## src/hdl/mmx_pkg.sv

```systemverilog
// Shared types and constants of the min/max, multiply and linked-load unit.
// Assumes a single-issue slot fed by the core's decode and register read.
package mmx_pkg;

    // ****************************************************************
    // Widths and constants
    // ****************************************************************
    localparam int XLEN = 32;
    localparam int BRW  = 4;
    localparam int PAW  = 40;
    localparam int IMMW = 9;
    localparam int GRW  = 6;
    localparam int BIW  = 3;
    localparam int HALF = 16;

    localparam logic [GRW-1:0]  LINK_REG       = 6'h3F;
    localparam logic [BRW-1:0]  PRED_FALSE     = 4'h0;
    localparam logic [PAW-1:0]  LINK_ADDR_MASK = 40'hFF_FFFF_FFE0;
    localparam logic [1:0]      LOCK_SET       = 2'h3;
    localparam logic [1:0]      LOCK_CLEAR     = 2'h0;
    localparam logic [1:0]      WORD_ALIGNED   = 2'h0;
    // Control-register window; placement is a plain default
    localparam logic [XLEN-1:0] CREG_MASK      = 32'hFFFF_0000;
    localparam logic [XLEN-1:0] CREG_BASE      = 32'hFFFF_0000;

    // ****************************************************************
    // Operations and exception codes
    // ****************************************************************
    typedef enum logic [3:0] {
        OP_NONE  = 4'b0000,
        OP_LDWC  = 4'b0001,
        OP_LDWL  = 4'b0010,
        OP_MIN   = 4'b0011,
        OP_MAX   = 4'b0100,
        OP_MINU  = 4'b0101,
        OP_MAXU  = 4'b0110,
        OP_MINPH = 4'b0111,
        OP_MAXPH = 4'b1000,
        OP_MOVBB = 4'b1001,
        OP_MOVBR = 4'b1010,
        OP_MOVRB = 4'b1011,
        OP_MULPH = 4'b1100,
        OP_MULLO = 4'b1101
    } mmx_op_t;

    typedef enum logic [2:0] {
        EXC_NONE                 = 3'b000,
        EXC_DATA_BREAKPOINT      = 3'b001,
        EXC_DATA_TRANSLATION     = 3'b010,
        EXC_CONTROL_SPACE_VIOL   = 3'b011,
        EXC_UNMAPPED_CONTROL_REG = 3'b100,
        EXC_MISALIGNMENT         = 3'b101
    } mmx_exc_code_t;

    // ****************************************************************
    // Carriers
    // ****************************************************************
    typedef struct packed {
        logic            valid;
        mmx_op_t         op;
        logic [XLEN-1:0] src1;
        logic [XLEN-1:0] src2;
        logic [IMMW-1:0] imm;
        logic            use_imm;
        logic [BRW-1:0]  bsrc;
        logic [GRW-1:0]  dest;
        logic [BIW-1:0]  bdest;
    } mmx_issue_t;

    typedef struct packed {
        logic            valid;
        logic [GRW-1:0]  dest;
        logic [XLEN-1:0] data;
    } mmx_gwb_t;

    typedef struct packed {
        logic           valid;
        logic [BIW-1:0] idx;
        logic [BRW-1:0] value;
    } mmx_bwb_t;

    typedef struct packed {
        logic          valid;
        mmx_exc_code_t code;
    } mmx_exc_t;

    typedef struct packed {
        logic            valid;
        logic [XLEN-1:0] addr;
        logic            creg;
    } mmx_mreq_t;

    typedef struct packed {
        mmx_gwb_t       fast_wb;
        mmx_bwb_t       breg_wb;
        mmx_bwb_t       breg_branch_wb;
        logic           ld_pend;
        logic [GRW-1:0] ld_dest;
        mmx_gwb_t       mul_pend;
        mmx_gwb_t       slow_wb;
        mmx_exc_t       exc;
        mmx_mreq_t      mem_req;
        logic [1:0]     lock;
        logic [PAW-1:0] link_addr;
    } mmx_state_t;

endpackage

```

## src/hdl/mmx_alu.sv

```systemverilog
// Combinational min/max, branch-to-general move and multipliers.
// Assumes the caller registers the results to give the issue latency.
`timescale 1ns/100ps

module mmx_alu #(
    parameter int XLEN = mmx_pkg::XLEN,
    parameter int IMMW = mmx_pkg::IMMW
) (
    // Operation and operands
    input  wire mmx_pkg::mmx_op_t  i_op,
    input  wire logic [XLEN-1:0]   i_src1,
    input  wire logic [XLEN-1:0]   i_src2,
    input  wire logic [IMMW-1:0]   i_imm,
    input  wire logic              i_use_imm,
    input  wire logic [3:0]        i_bsrc,
    // Results
    output logic      [XLEN-1:0]   o_result,
    output logic      [XLEN-1:0]   o_product
);

    localparam int H = mmx_pkg::HALF;

    function automatic logic [XLEN-1:0] sext_imm(input logic [IMMW-1:0] v);
        sext_imm = {{(XLEN-IMMW){v[IMMW-1]}}, v};
    endfunction

    function automatic logic [XLEN-1:0] zext_imm(input logic [IMMW-1:0] v);
        zext_imm = {{(XLEN-IMMW){1'b0}}, v};
    endfunction

    logic [XLEN-1:0]   opnd_s;
    logic [XLEN-1:0]   opnd_u;
    logic              lt_s;
    logic              lt_u;
    logic [XLEN-1:0]   lane_min;
    logic [XLEN-1:0]   lane_max;
    logic [XLEN-1:0]   lane_mul;
    logic [2*XLEN-1:0] mul_full;

    // Signed forms sign-extend the immediate, unsigned ones zero-extend
    assign opnd_s = i_use_imm ? sext_imm(i_imm) : i_src2;  // [RULE10]
    assign opnd_u = i_use_imm ? zext_imm(i_imm) : i_src2;  // [RULE10]
    assign lt_s   = $signed(i_src1) < $signed(opnd_s);     // [RULE10]
    assign lt_u   = i_src1 < opnd_u;                       // [RULE10]

    genvar j;
    generate
        for (j = 0; j < XLEN / H; j++) begin : g_lane
            logic signed [H-1:0]   a;
            logic signed [H-1:0]   b;
            logic signed [2*H-1:0] p;
            assign a = i_src1[j*H +: H];
            assign b = i_src2[j*H +: H];
            assign p = a * b;
            assign lane_min[j*H +: H] = (a < b) ? a : b;   // [RULE13]
            assign lane_max[j*H +: H] = (a > b) ? a : b;   // [RULE12]
            assign lane_mul[j*H +: H] = p[H-1:0];          // [RULE18]
        end
    endgenerate

    // Low word is the same for signed and unsigned readings
    assign mul_full = $signed(i_src1) * $signed(opnd_s);   // [RULE19]

    always_comb begin
        o_product = mul_full[XLEN-1:0];                    // [RULE19]
        if (i_op == mmx_pkg::OP_MULPH) begin
            o_product = lane_mul;
        end
    end

    always_comb begin
        case (i_op)
            mmx_pkg::OP_MIN:   o_result = lt_s ? i_src1 : opnd_s;
            mmx_pkg::OP_MAX:   o_result = lt_s ? opnd_s : i_src1;
            mmx_pkg::OP_MINU:  o_result = lt_u ? i_src1 : opnd_u;
            mmx_pkg::OP_MAXU:  o_result = lt_u ? opnd_u : i_src1;
            mmx_pkg::OP_MINPH: o_result = lane_min;
            mmx_pkg::OP_MAXPH: o_result = lane_max;
            mmx_pkg::OP_MOVRB: o_result = {{(XLEN-4){1'b0}}, i_bsrc}; // [RULE17]
            default:           o_result = i_src1;
        endcase
    end

endmodule

```

## src/hdl/mmx_unit.sv

```systemverilog
// Execution unit: conditional and linked word loads, min/max, branch
// register moves and multiplies, with reservation state.
// Assumes TLB, breakpoint and control-register checks answer in the
// issue cycle from o_ea, and memory returns read data in the next cycle.
`timescale 1ns/100ps

// What this block does and what it expects of the program
// [RULE1] Conditional load result readable two cycles later
// [RULE2] Program spaces link-register jump three cycles
// [RULE3] Conditional load raises only five exception kinds
// [RULE4] Program never predicates on branch register zero
// [RULE5] Program issues one load/store-unit operation per bundle
// [RULE6] Linked load uses bare address, sets lock
// [RULE7] Linked load records masked translated reservation address
// [RULE8] Breakpoint first, then control-space violation
// [RULE9] Program never targets link register there
// [RULE10] Min/max with signed or unsigned immediate
// [RULE11] Min/max results forward after one cycle
// [RULE12] Packed maximum per signed 16-bit lane
// [RULE13] Packed minimum per signed 16-bit lane
// [RULE14] Branch-to-branch move copies four bits
// [RULE15] General-to-branch move keeps low four bits
// [RULE16] Branch ops see moved value two cycles
// [RULE17] Branch-to-general move zero-extends to 32 bits
// [RULE18] Packed multiply keeps low 16 bits
// [RULE19] Word multiply keeps low 32 product bits
// [RULE20] Program places multiplies at odd addresses
// [RULE21] Multiply result readable two cycles later
// [RULE22] False predicate: no access, exception, write
module mmx_unit (
    // Clock and reset
    input  wire logic                       i_clock,
    input  wire logic                       i_sys_rst,
    // Issue slot
    input  wire mmx_pkg::mmx_issue_t        i_issue,
    // Address checks, answered in the issue cycle
    input  wire logic [mmx_pkg::PAW-1:0]    i_phys_addr,
    input  wire logic                       i_tlb_fault,
    input  wire logic                       i_bkpt_hit,
    input  wire logic                       i_creg_unmapped,
    input  wire logic                       i_creg_priv_fault,
    output logic      [mmx_pkg::XLEN-1:0]   o_ea,
    // Memory path
    output mmx_pkg::mmx_mreq_t              o_mem_req,
    input  wire logic [mmx_pkg::XLEN-1:0]   i_mem_rdata,
    // Reservation
    input  wire logic                       i_lock_clear,
    output logic      [1:0]                 o_lock,
    output logic      [mmx_pkg::PAW-1:0]    o_link_addr,
    // Results
    output mmx_pkg::mmx_gwb_t               o_fast_wb,
    output mmx_pkg::mmx_gwb_t               o_slow_wb,
    output mmx_pkg::mmx_bwb_t               o_breg_wb,
    output mmx_pkg::mmx_bwb_t               o_breg_branch_wb,
    output mmx_pkg::mmx_exc_t               o_exc
);

    // ****************************************************************
    // Issue decode
    // ****************************************************************
    mmx_pkg::mmx_state_t     st;
    mmx_pkg::mmx_state_t     next_st;
    logic [mmx_pkg::XLEN-1:0] alu_result;
    logic [mmx_pkg::XLEN-1:0] product;
    logic                     is_ldwc;
    logic                     is_ldwl;
    logic                     ld_go;
    logic                     in_creg;
    mmx_pkg::mmx_exc_code_t   fault;

    function automatic logic is_alu(input mmx_pkg::mmx_op_t op);
        is_alu = (op == mmx_pkg::OP_MIN)   || (op == mmx_pkg::OP_MAX)   ||
                 (op == mmx_pkg::OP_MINU)  || (op == mmx_pkg::OP_MAXU)  ||
                 (op == mmx_pkg::OP_MINPH) || (op == mmx_pkg::OP_MAXPH) ||
                 (op == mmx_pkg::OP_MOVRB);
    endfunction

    function automatic logic is_mul(input mmx_pkg::mmx_op_t op);
        is_mul = (op == mmx_pkg::OP_MULPH) || (op == mmx_pkg::OP_MULLO);
    endfunction

    function automatic logic is_bmove(input mmx_pkg::mmx_op_t op);
        is_bmove = (op == mmx_pkg::OP_MOVBB) || (op == mmx_pkg::OP_MOVBR);
    endfunction

    mmx_alu u_alu (
        .i_op      (i_issue.op),
        .i_src1    (i_issue.src1),
        .i_src2    (i_issue.src2),
        .i_imm     (i_issue.imm),
        .i_use_imm (i_issue.use_imm),
        .i_bsrc    (i_issue.bsrc),
        .o_result  (alu_result),
        .o_product (product)
    );

    assign is_ldwc = i_issue.valid && (i_issue.op == mmx_pkg::OP_LDWC);
    assign is_ldwl = i_issue.valid && (i_issue.op == mmx_pkg::OP_LDWL);
    // A false predicate turns the load into nothing at all
    assign ld_go   = is_ldwl ||
                     (is_ldwc && (i_issue.bsrc != mmx_pkg::PRED_FALSE)); // [RULE22]

    // Linked load takes the register as is; conditional adds the offset
    always_comb begin
        if (i_issue.op == mmx_pkg::OP_LDWL) begin
            o_ea = i_issue.src1;                                // [RULE6]
        end else begin
            o_ea = i_issue.src1 + {{(mmx_pkg::XLEN-mmx_pkg::IMMW)
                   {i_issue.imm[mmx_pkg::IMMW-1]}}, i_issue.imm};
        end
    end

    assign in_creg = (o_ea & mmx_pkg::CREG_MASK) == mmx_pkg::CREG_BASE;

    // Breakpoint wins over everything; the linked load may never touch
    // control space, the conditional load may read it when mapped
    always_comb begin
        fault = mmx_pkg::EXC_NONE;
        if (i_bkpt_hit) begin
            fault = mmx_pkg::EXC_DATA_BREAKPOINT;               // [RULE8]
        end else if (in_creg && is_ldwl) begin
            fault = mmx_pkg::EXC_CONTROL_SPACE_VIOL;            // [RULE8]
        end else if (in_creg && i_creg_priv_fault) begin
            fault = mmx_pkg::EXC_CONTROL_SPACE_VIOL;            // [RULE3]
        end else if (in_creg && i_creg_unmapped) begin
            fault = mmx_pkg::EXC_UNMAPPED_CONTROL_REG;          // [RULE3]
        end else if (o_ea[1:0] != mmx_pkg::WORD_ALIGNED) begin
            fault = mmx_pkg::EXC_MISALIGNMENT;                  // [RULE3]
        end else if (!in_creg && i_tlb_fault) begin
            fault = mmx_pkg::EXC_DATA_TRANSLATION;              // [RULE3]
        end
    end

    // ****************************************************************
    // Next state
    // ****************************************************************
    always_comb begin
        next_st = st;
        next_st.fast_wb.valid  = 1'b0;
        next_st.breg_wb.valid  = 1'b0;
        next_st.ld_pend        = 1'b0;
        next_st.mul_pend.valid = 1'b0;
        next_st.slow_wb.valid  = 1'b0;
        next_st.exc            = '{1'b0, mmx_pkg::EXC_NONE};
        next_st.mem_req.valid  = 1'b0;

        // One-cycle results for min/max and branch-to-general
        if (i_issue.valid && is_alu(i_issue.op)) begin
            next_st.fast_wb = '{1'b1, i_issue.dest, alu_result}; // [RULE11]
        end

        // General consumers see a moved branch value after one cycle,
        // conditional branches one cycle later again
        if (i_issue.valid && is_bmove(i_issue.op)) begin
            next_st.breg_wb.valid = 1'b1;
            next_st.breg_wb.idx   = i_issue.bdest;
            if (i_issue.op == mmx_pkg::OP_MOVBB) begin
                next_st.breg_wb.value = i_issue.bsrc;            // [RULE14]
            end else begin
                next_st.breg_wb.value = i_issue.src1[3:0];       // [RULE15]
            end
        end
        next_st.breg_branch_wb = st.breg_wb;                     // [RULE16]

        if (i_issue.valid && is_mul(i_issue.op)) begin
            next_st.mul_pend = '{1'b1, i_issue.dest, product};   // [RULE21]
        end

        if (ld_go) begin
            if (fault != mmx_pkg::EXC_NONE) begin
                next_st.exc = '{1'b1, fault};                    // [RULE3]
            end else begin
                next_st.mem_req = '{1'b1, o_ea, in_creg};
                next_st.ld_pend = 1'b1;
                next_st.ld_dest = i_issue.dest;
            end
        end

        // Reservation is only recorded once the access has checked out
        if (is_ldwl && (fault == mmx_pkg::EXC_NONE)) begin
            next_st.link_addr = i_phys_addr &
                                mmx_pkg::LINK_ADDR_MASK;         // [RULE7]
        end
        // The lock is taken before any check; a set beats a clear
        if (is_ldwl) begin
            next_st.lock = mmx_pkg::LOCK_SET;                    // [RULE6]
        end else if (i_lock_clear) begin
            next_st.lock = mmx_pkg::LOCK_CLEAR;
        end

        // Second stage: load data or multiply product retire here
        if (st.ld_pend) begin
            next_st.slow_wb = '{1'b1, st.ld_dest, i_mem_rdata};  // [RULE1]
        end else if (st.mul_pend.valid) begin
            next_st.slow_wb = st.mul_pend;                       // [RULE21]
        end
    end

    always_ff @(posedge i_clock) begin
        if (i_sys_rst) begin
            st <= '0;
        end else begin
            st <= next_st;
        end
    end

    assign o_fast_wb        = st.fast_wb;
    assign o_slow_wb        = st.slow_wb;
    assign o_breg_wb        = st.breg_wb;
    assign o_breg_branch_wb = st.breg_branch_wb;
    assign o_exc            = st.exc;
    assign o_mem_req        = st.mem_req;
    assign o_lock           = st.lock;
    assign o_link_addr      = st.link_addr;

    logic ldwc_ok;
    logic ldwc_off;
    assign ldwc_ok  = is_ldwc && ld_go && (fault == mmx_pkg::EXC_NONE);
    assign ldwc_off = is_ldwc && !ld_go;
endmodule

```

## config.mk

```make
export PLATFORM = sky130hd
export DESIGN_NAME = mmx_unit
export DESIGN_NICKNAME = d
export VERILOG_FILES = /design/src/hdl/mmx_pkg.sv /design/src/hdl/mmx_alu.sv /design/src/hdl/mmx_unit.sv
export SDC_FILE = /design/constraint.sdc
export NUM_CORES = 2
export LEC_CHECK = 0
export BUFFER_PORTS_ARGS = -buffer_cell sky130_fd_sc_hd__buf_2
export CAP_MARGIN = 40
export CORE_MARGIN = 4
export CORE_UTILIZATION = 50
export CTS_CLUSTER_SIZE = 10
export DETAILED_ROUTE_END_ITERATION = 8
export PLACE_DENSITY = 0.73
export SYNTH_ARGS = -nofsm -noshare
export SYNTH_HDL_FRONTEND = slang
export SYNTH_HIERARCHICAL = 1
export SYNTH_SLANG_ARGS = --single-unit
```

## constraint.sdc

```tcl
create_clock -name i_clock -period 21.5 [get_ports i_clock]
set_input_delay 2.15 -clock i_clock [delete_from_list [all_inputs] [get_ports i_clock]]
set_output_delay 2.15 -clock i_clock [all_outputs]
set_load 0.01 [all_outputs]
```

# Yosys cells after proc, flatten, opt, wreduce, memory -nomap -nowiden

Cells that the tools add are included.

Word-level logic and storage cells: 110
Bits in registers: 215
Input port bits: 171
Output and inout port bits: 206

$mul: 3
Bitwise operators: 2
$lt $le $gt $ge: 6
Mux-type cells: 30
Equal/unequal tests: 14
Reduce and logical (&&, ||, !) cells: 30
Add/sub/neg operators: 1

Operators by type and width:

| operator             | count |
|---|---|
| $mux 32              | 8 |
| $pmux 32 s7          | 1 |
| $mux 39              | 4 |
| $lt 32x32->1         | 2 |
| $mux 16              | 4 |
| $mux 34              | 1 |
| $add 32x32->32       | 1 |
| $gt 16x16->1         | 2 |
| $lt 16x16->1         | 2 |
| $mul 16x16->16       | 2 |
| $mul 32x32->32       | 1 |
| $eq 4x4->1 const B   | 6 |
| $eq 16x16->1 const B | 1 |
| $eq 4x3->1 const B   | 4 |
| $mux 3               | 5 |
| $logic_and 1x1->1    | 11 |
| $logic_or 1x1->1     | 9 |
| $eq 4x2->1 const B   | 2 |
| $mux 4               | 2 |
| $mux 8               | 1 |
| $mux 7               | 1 |
| $mux 2               | 3 |
| $reduce_bool 2->1    | 3 |
| $eq 4x1->1 const B   | 1 |
| other kinds (8)      | 9 |

# Longest topological paths before layout

Depth after elaboration: 14
Depth in mapped cells: 35
Gate-level depth less buffers: 31

# By module

Netlist, hierarchy kept.

Modules (own cells, without submodules):

| module   | cells each | sequential area each (um2) | times used | area an instance (um2) |
|---|---|---|---|---|
| mmx_alu  | 3,410      | 0.0                        | 1          | 28,579.9 |
| mmx_unit | 1,473      | 4,264.1                    | 1          | 11,790.1 |

# Worst setup path before layout

Ideal clock, no wire load.

Path kind: in2reg
From: input i_issue[13] in the netlist's numbering
To: register st[148] in the netlist's numbering
Buffers on the path: 4
Data arrival time: 9,490 ps
Slack: 11,940 ps
Library setup time: 70 ps
Cell stages on the path: 32
Required time: 21,430 ps
Cell sequence: buf_6 > clkbuf_1 > clkbuf_1 > o21ai_1 > inv_1 > clkbuf_1 > nor2b_1 > fa_1 > fa_1 > fa_1 > inv_1 > fa_1 > inv_1 > fa_1 > inv_1 > fa_1 > inv_1 > fa_1 > fa_1 > ha_1 > a21o_1 > a21o_1 > a21oi_1 > o21ai_0 > nor3_1 > o21ai_0 > a31oi_1 > xnor2_1 > nor2_1 > a21oi_1 > nand2_1 > a21oi_1

Longest elaborated chain between the ends: 3

RTL lines:

| element               | RTL line        | text |
|---|---|---|
| from (decl)           | mmx_unit.sv:35  | `input wire mmx_pkg::mmx_issue_t i_issue,` |
| $mux 32               | mmx_alu.sv:41   | `assign opnd_s = i_use_imm ? sext_imm(i_imm) : i_src2;` |
| $mul 32x32->32        | mmx_alu.sv:62   | `assign mul_full = $signed(i_src1) * $signed(opnd_s);` |
| $mux 32               | mmx_alu.sv:66   | `if (i_op == mmx_pkg::OP_MULPH) begin` |
| net product (one bit) | mmx_unit.sv:64  | `logic [mmx_pkg::XLEN-1:0] product;` |
| to (signal assigned)  | mmx_unit.sv:203 | `st <= next_st;` |
| to (decl)             | mmx_unit.sv:61  | `mmx_pkg::mmx_state_t st;` |

The timed path passes the listed nets, and every way through them passes these cells.
A chain may end at the register's enable or synchronous reset.

# Worst setup path after layout

From: input i_issue[13] in the netlist's numbering
To: register st[149] in the netlist's numbering

The elaborated chain is that of the path after synthesis.

==> flow_summary.yaml <==
run_status:
  outcome: "completed"
cts:
  cts-buffers-inserted: 25
  cts-resized-gates: 0
  cts_hold_repair.buffers: 0
  clk_latency_worst_skew_pair_ns: 0.60
  htreeDepth: 1
  clock-root-buffer: "clkbuf_16"
  clock_tree_from_tritoncts: "yes"
  clock_sinks: 213
  postCtsSetupBuffers: 0
  cts_clock_pin_slew_for_the_worst_setup_and_hold_paths_ns: 0.05
  cts_buffer_depth: 3
floorplanning:
  die_width_um: 292.1
  placement_rows: 103
  dieArea_um2: 85350
  fp.coreArea_um2: 79520
  pin_count: 377
  chipHeight_um: 292.1
  floorplan.initialDensity_pct: 50.77
final_layout:
  nets: 6078
  layout.cells.most_common: "inv_1"
  syn2layout_area_growth_pct: 5.393
  post_route_cells_drive_above_1_share_pct: 10.32
  layout.cells.most_common_list: "inv_1 (756), nand2_1 (634), fa_1 (567), ha_1 (420), buf_2 (365)"
route:
  avgRoutedWirePerCell_um: 21.59
  viasPerCell: 5.726
  postRouteAntennaNets: 0
  detail_route.iter0.violations: 3330
  detail_route.first_pass.iterations: 6
  via_count: 34280
  drt_wl_total_um: 129200
  route.detailed.drc: 0
logic_synthesis:
  synthesis.area_per_instance_um2: 8.267
  synth-edff-count: 0
  netlist_area_um2: 40370
  ffs_latches_synth: 213
  synthDistinctLibCells: 93
  yosys_most_used_dff: "dfxtp_1"
  ys_async_sr_fraction_pct: 0
  synth_seq_area_share_pct: 10.56
  syn-instance-count: 4883
  synth_warnings: 6
sta:
  time_the_final_worst_path_needs_with_i_o_delays_and_setup_ns: 11.68
  maxSlewHeadroom_pct: 29.62
  fmax_mhz: 85.60
  setup_failing_eps_final: 0
  slew_viol_final: 0
  totalNegativeSetupSlack_ns: 0
  timing_worst_slew_pin_value_ns: 1.056
  grt_setup_unrepaired: "no"
  period_share_pct: 54.34
  finalClockSkew_ns: 0.06527
  finalHoldViolations: 0
setup_path:
  worst_path_largest_cell_delay_ns: 0.88
  crit_path_max_fanout: 36
  cp-start-kind: "input port"
  critical_path.endpoint_type: "flop"
  worst-endpoint-arrival_ns: 12.16
  worst_path_most_repeated_cell: "fa_1"
  setup.worst_path.class: "in -> reg"
  critPathRequiredTime_ns: 21.98
  standard_cell_with_the_maximum_stage_delay_on_the_critical_path: "o41ai_1"
job:
  cap_viol_max_count: 0
min_path:
  worstHoldPathType: "reg -> reg"
global_routing:
  number_of_antenna_violations_at_the_first_check_in_global_routing: 12
  maximum_number_of_pins_on_one_net_before_global_route_repair: 98
  met2_usage_pct: 46.32
  globalRoute.busiestLayer: "met2"
  global_route.overflow_total: 0
  grt_pass1_vias: 34210
  gr-usage-met3_pct: 6.260
  track_usage_pct: 29.57
  first_pass_grt_wire_length_um: 198400
  use_met1_pct: 40.49
place:
  buffer_ports.inserted: 366
  hpwl_um: 96230
  gpl_congestion: 0.9738
## flip-flops by register name (all words and copies together) (netlist names)
signal            count
o_breg_wb             8
o_exc                 4
o_mem_req            33
o_breg_branch_wb      8
o_lock                1
o_slow_wb            39
o_link_addr          35
st                   46
o_fast_wb            39
## layer usage
layer | vias up | share of wire [%]
met2 | 1704 | 45
met3 | 321 | 11
met1 | 17000 | 41
li1 | 15250 | -
met4 | 4 | 4.2
met5 | - | 0.017
## critical path: cells and delay by family
kind / cells / cell delay [ns]
multiplexers: 1 / 0.49
AND/OR/NAND/NOR: 1 / 0.11
AO/OA/AOI/OAI: 9 / 2.81
XOR/XNOR: 1 / 0.16
adder cells (fa/ha/maj): 10 / 4.18
buffers and inverters: 9 / 2.20
## cells by family after synthesis
family	after synthesis	synth area share [%]
compound gates	609	9.747
fa+ha+maj	987	41.13
mux	104	2.628
xor+xnor	188	4.113
buf+inv	1185	12.79
other cells	1	0.009289
simple gates	1596	19.01
flops	213	10.56
## synth_stat cells, types with 12 or more instances
cell / n / area share, %
inv_1: 756 / 7.0
nand2_1: 634 / 5.9
fa_1: 567 / 28
ha_1: 420 / 13
nor2_1: 302 / 2.8
a21oi_1: 256 / 3.2
and2_1: 219 / 3.4
clkbuf_1: 214 / 2.0
dfxtp_1: 213 / 11
nor2b_1: 210 / 3.3
buf_4: 174 / 3.2
xnor2_1: 146 / 3.2
mux2i_1: 97 / 2.4
o21ai_0: 90 / 1.1
a21o_1: 43 / 0.80
nand3_1: 41 / 0.51
xor2_1: 41 / 0.89
nand2b_1: 38 / 0.59
nor3_1: 33 / 0.41
o21a_1: 26 / 0.48
and4_1: 23 / 0.50
nand4_1: 23 / 0.36
buf_2: 20 / 0.25
or3_1: 20 / 0.31
a211oi_1: 16 / 0.30
o211ai_1: 16 / 0.30
a221o_1: 15 / 0.37
a31o_1: 12 / 0.26
buf_1: 12 / 0.11
o21bai_1: 12 / 0.22
o31ai_1: 12 / 0.22
or2_2: 12 / 0.19
## area by class of cell
class / count / area (um^2)
tap: 1050 / 1314
antenna: 15 / 37.54
timing repair buffer: 431 / 2390
multi-input combinational: 3489 / 31010
inverter: 760 / 2853
fill: 7413 / 36970
clock buffer: 25 / 625.6
sequential: 213 / 4267
clock inverter: 3 / 55.05
## through the flow
stage / utilization, % / hold WS, ns / instance area, um^2 / worst slack [ns] / instances
floorplan: - / 0.4351 / 40390 / 11.94 / 4887
finish: 53.51 / 0.4490 / 42550 / 9.818 / 5986
detailed placement: 52.61 / 0.4435 / 41830 / 9.645 / 5943
CTS: 53.46 / 0.4509 / 42510 / 10.19 / 5971
global placement: 52.47 / 0.4398 / 41720 / 9.780 / 5937
global route: 53.48 / 0.4679 / 42520 / 9.604 / 5976
## path summary, 6_finish.rpt
kind	cells after the start	slack, ns	endpoint	start
worst max-delay path	31	9.82	st[149]	i_issue[13]
worst min-delay path	2	0.45	o_fast_wb[1]	o_fast_wb[1]
worst max register to register	5	19.60	o_slow_wb[20]	st[157]
worst min register to register	2	0.45	o_fast_wb[1]	o_fast_wb[1]
Power is not shown: default switching activity piles up to over one toggle a cycle in this logic, so the estimate is an artifact.
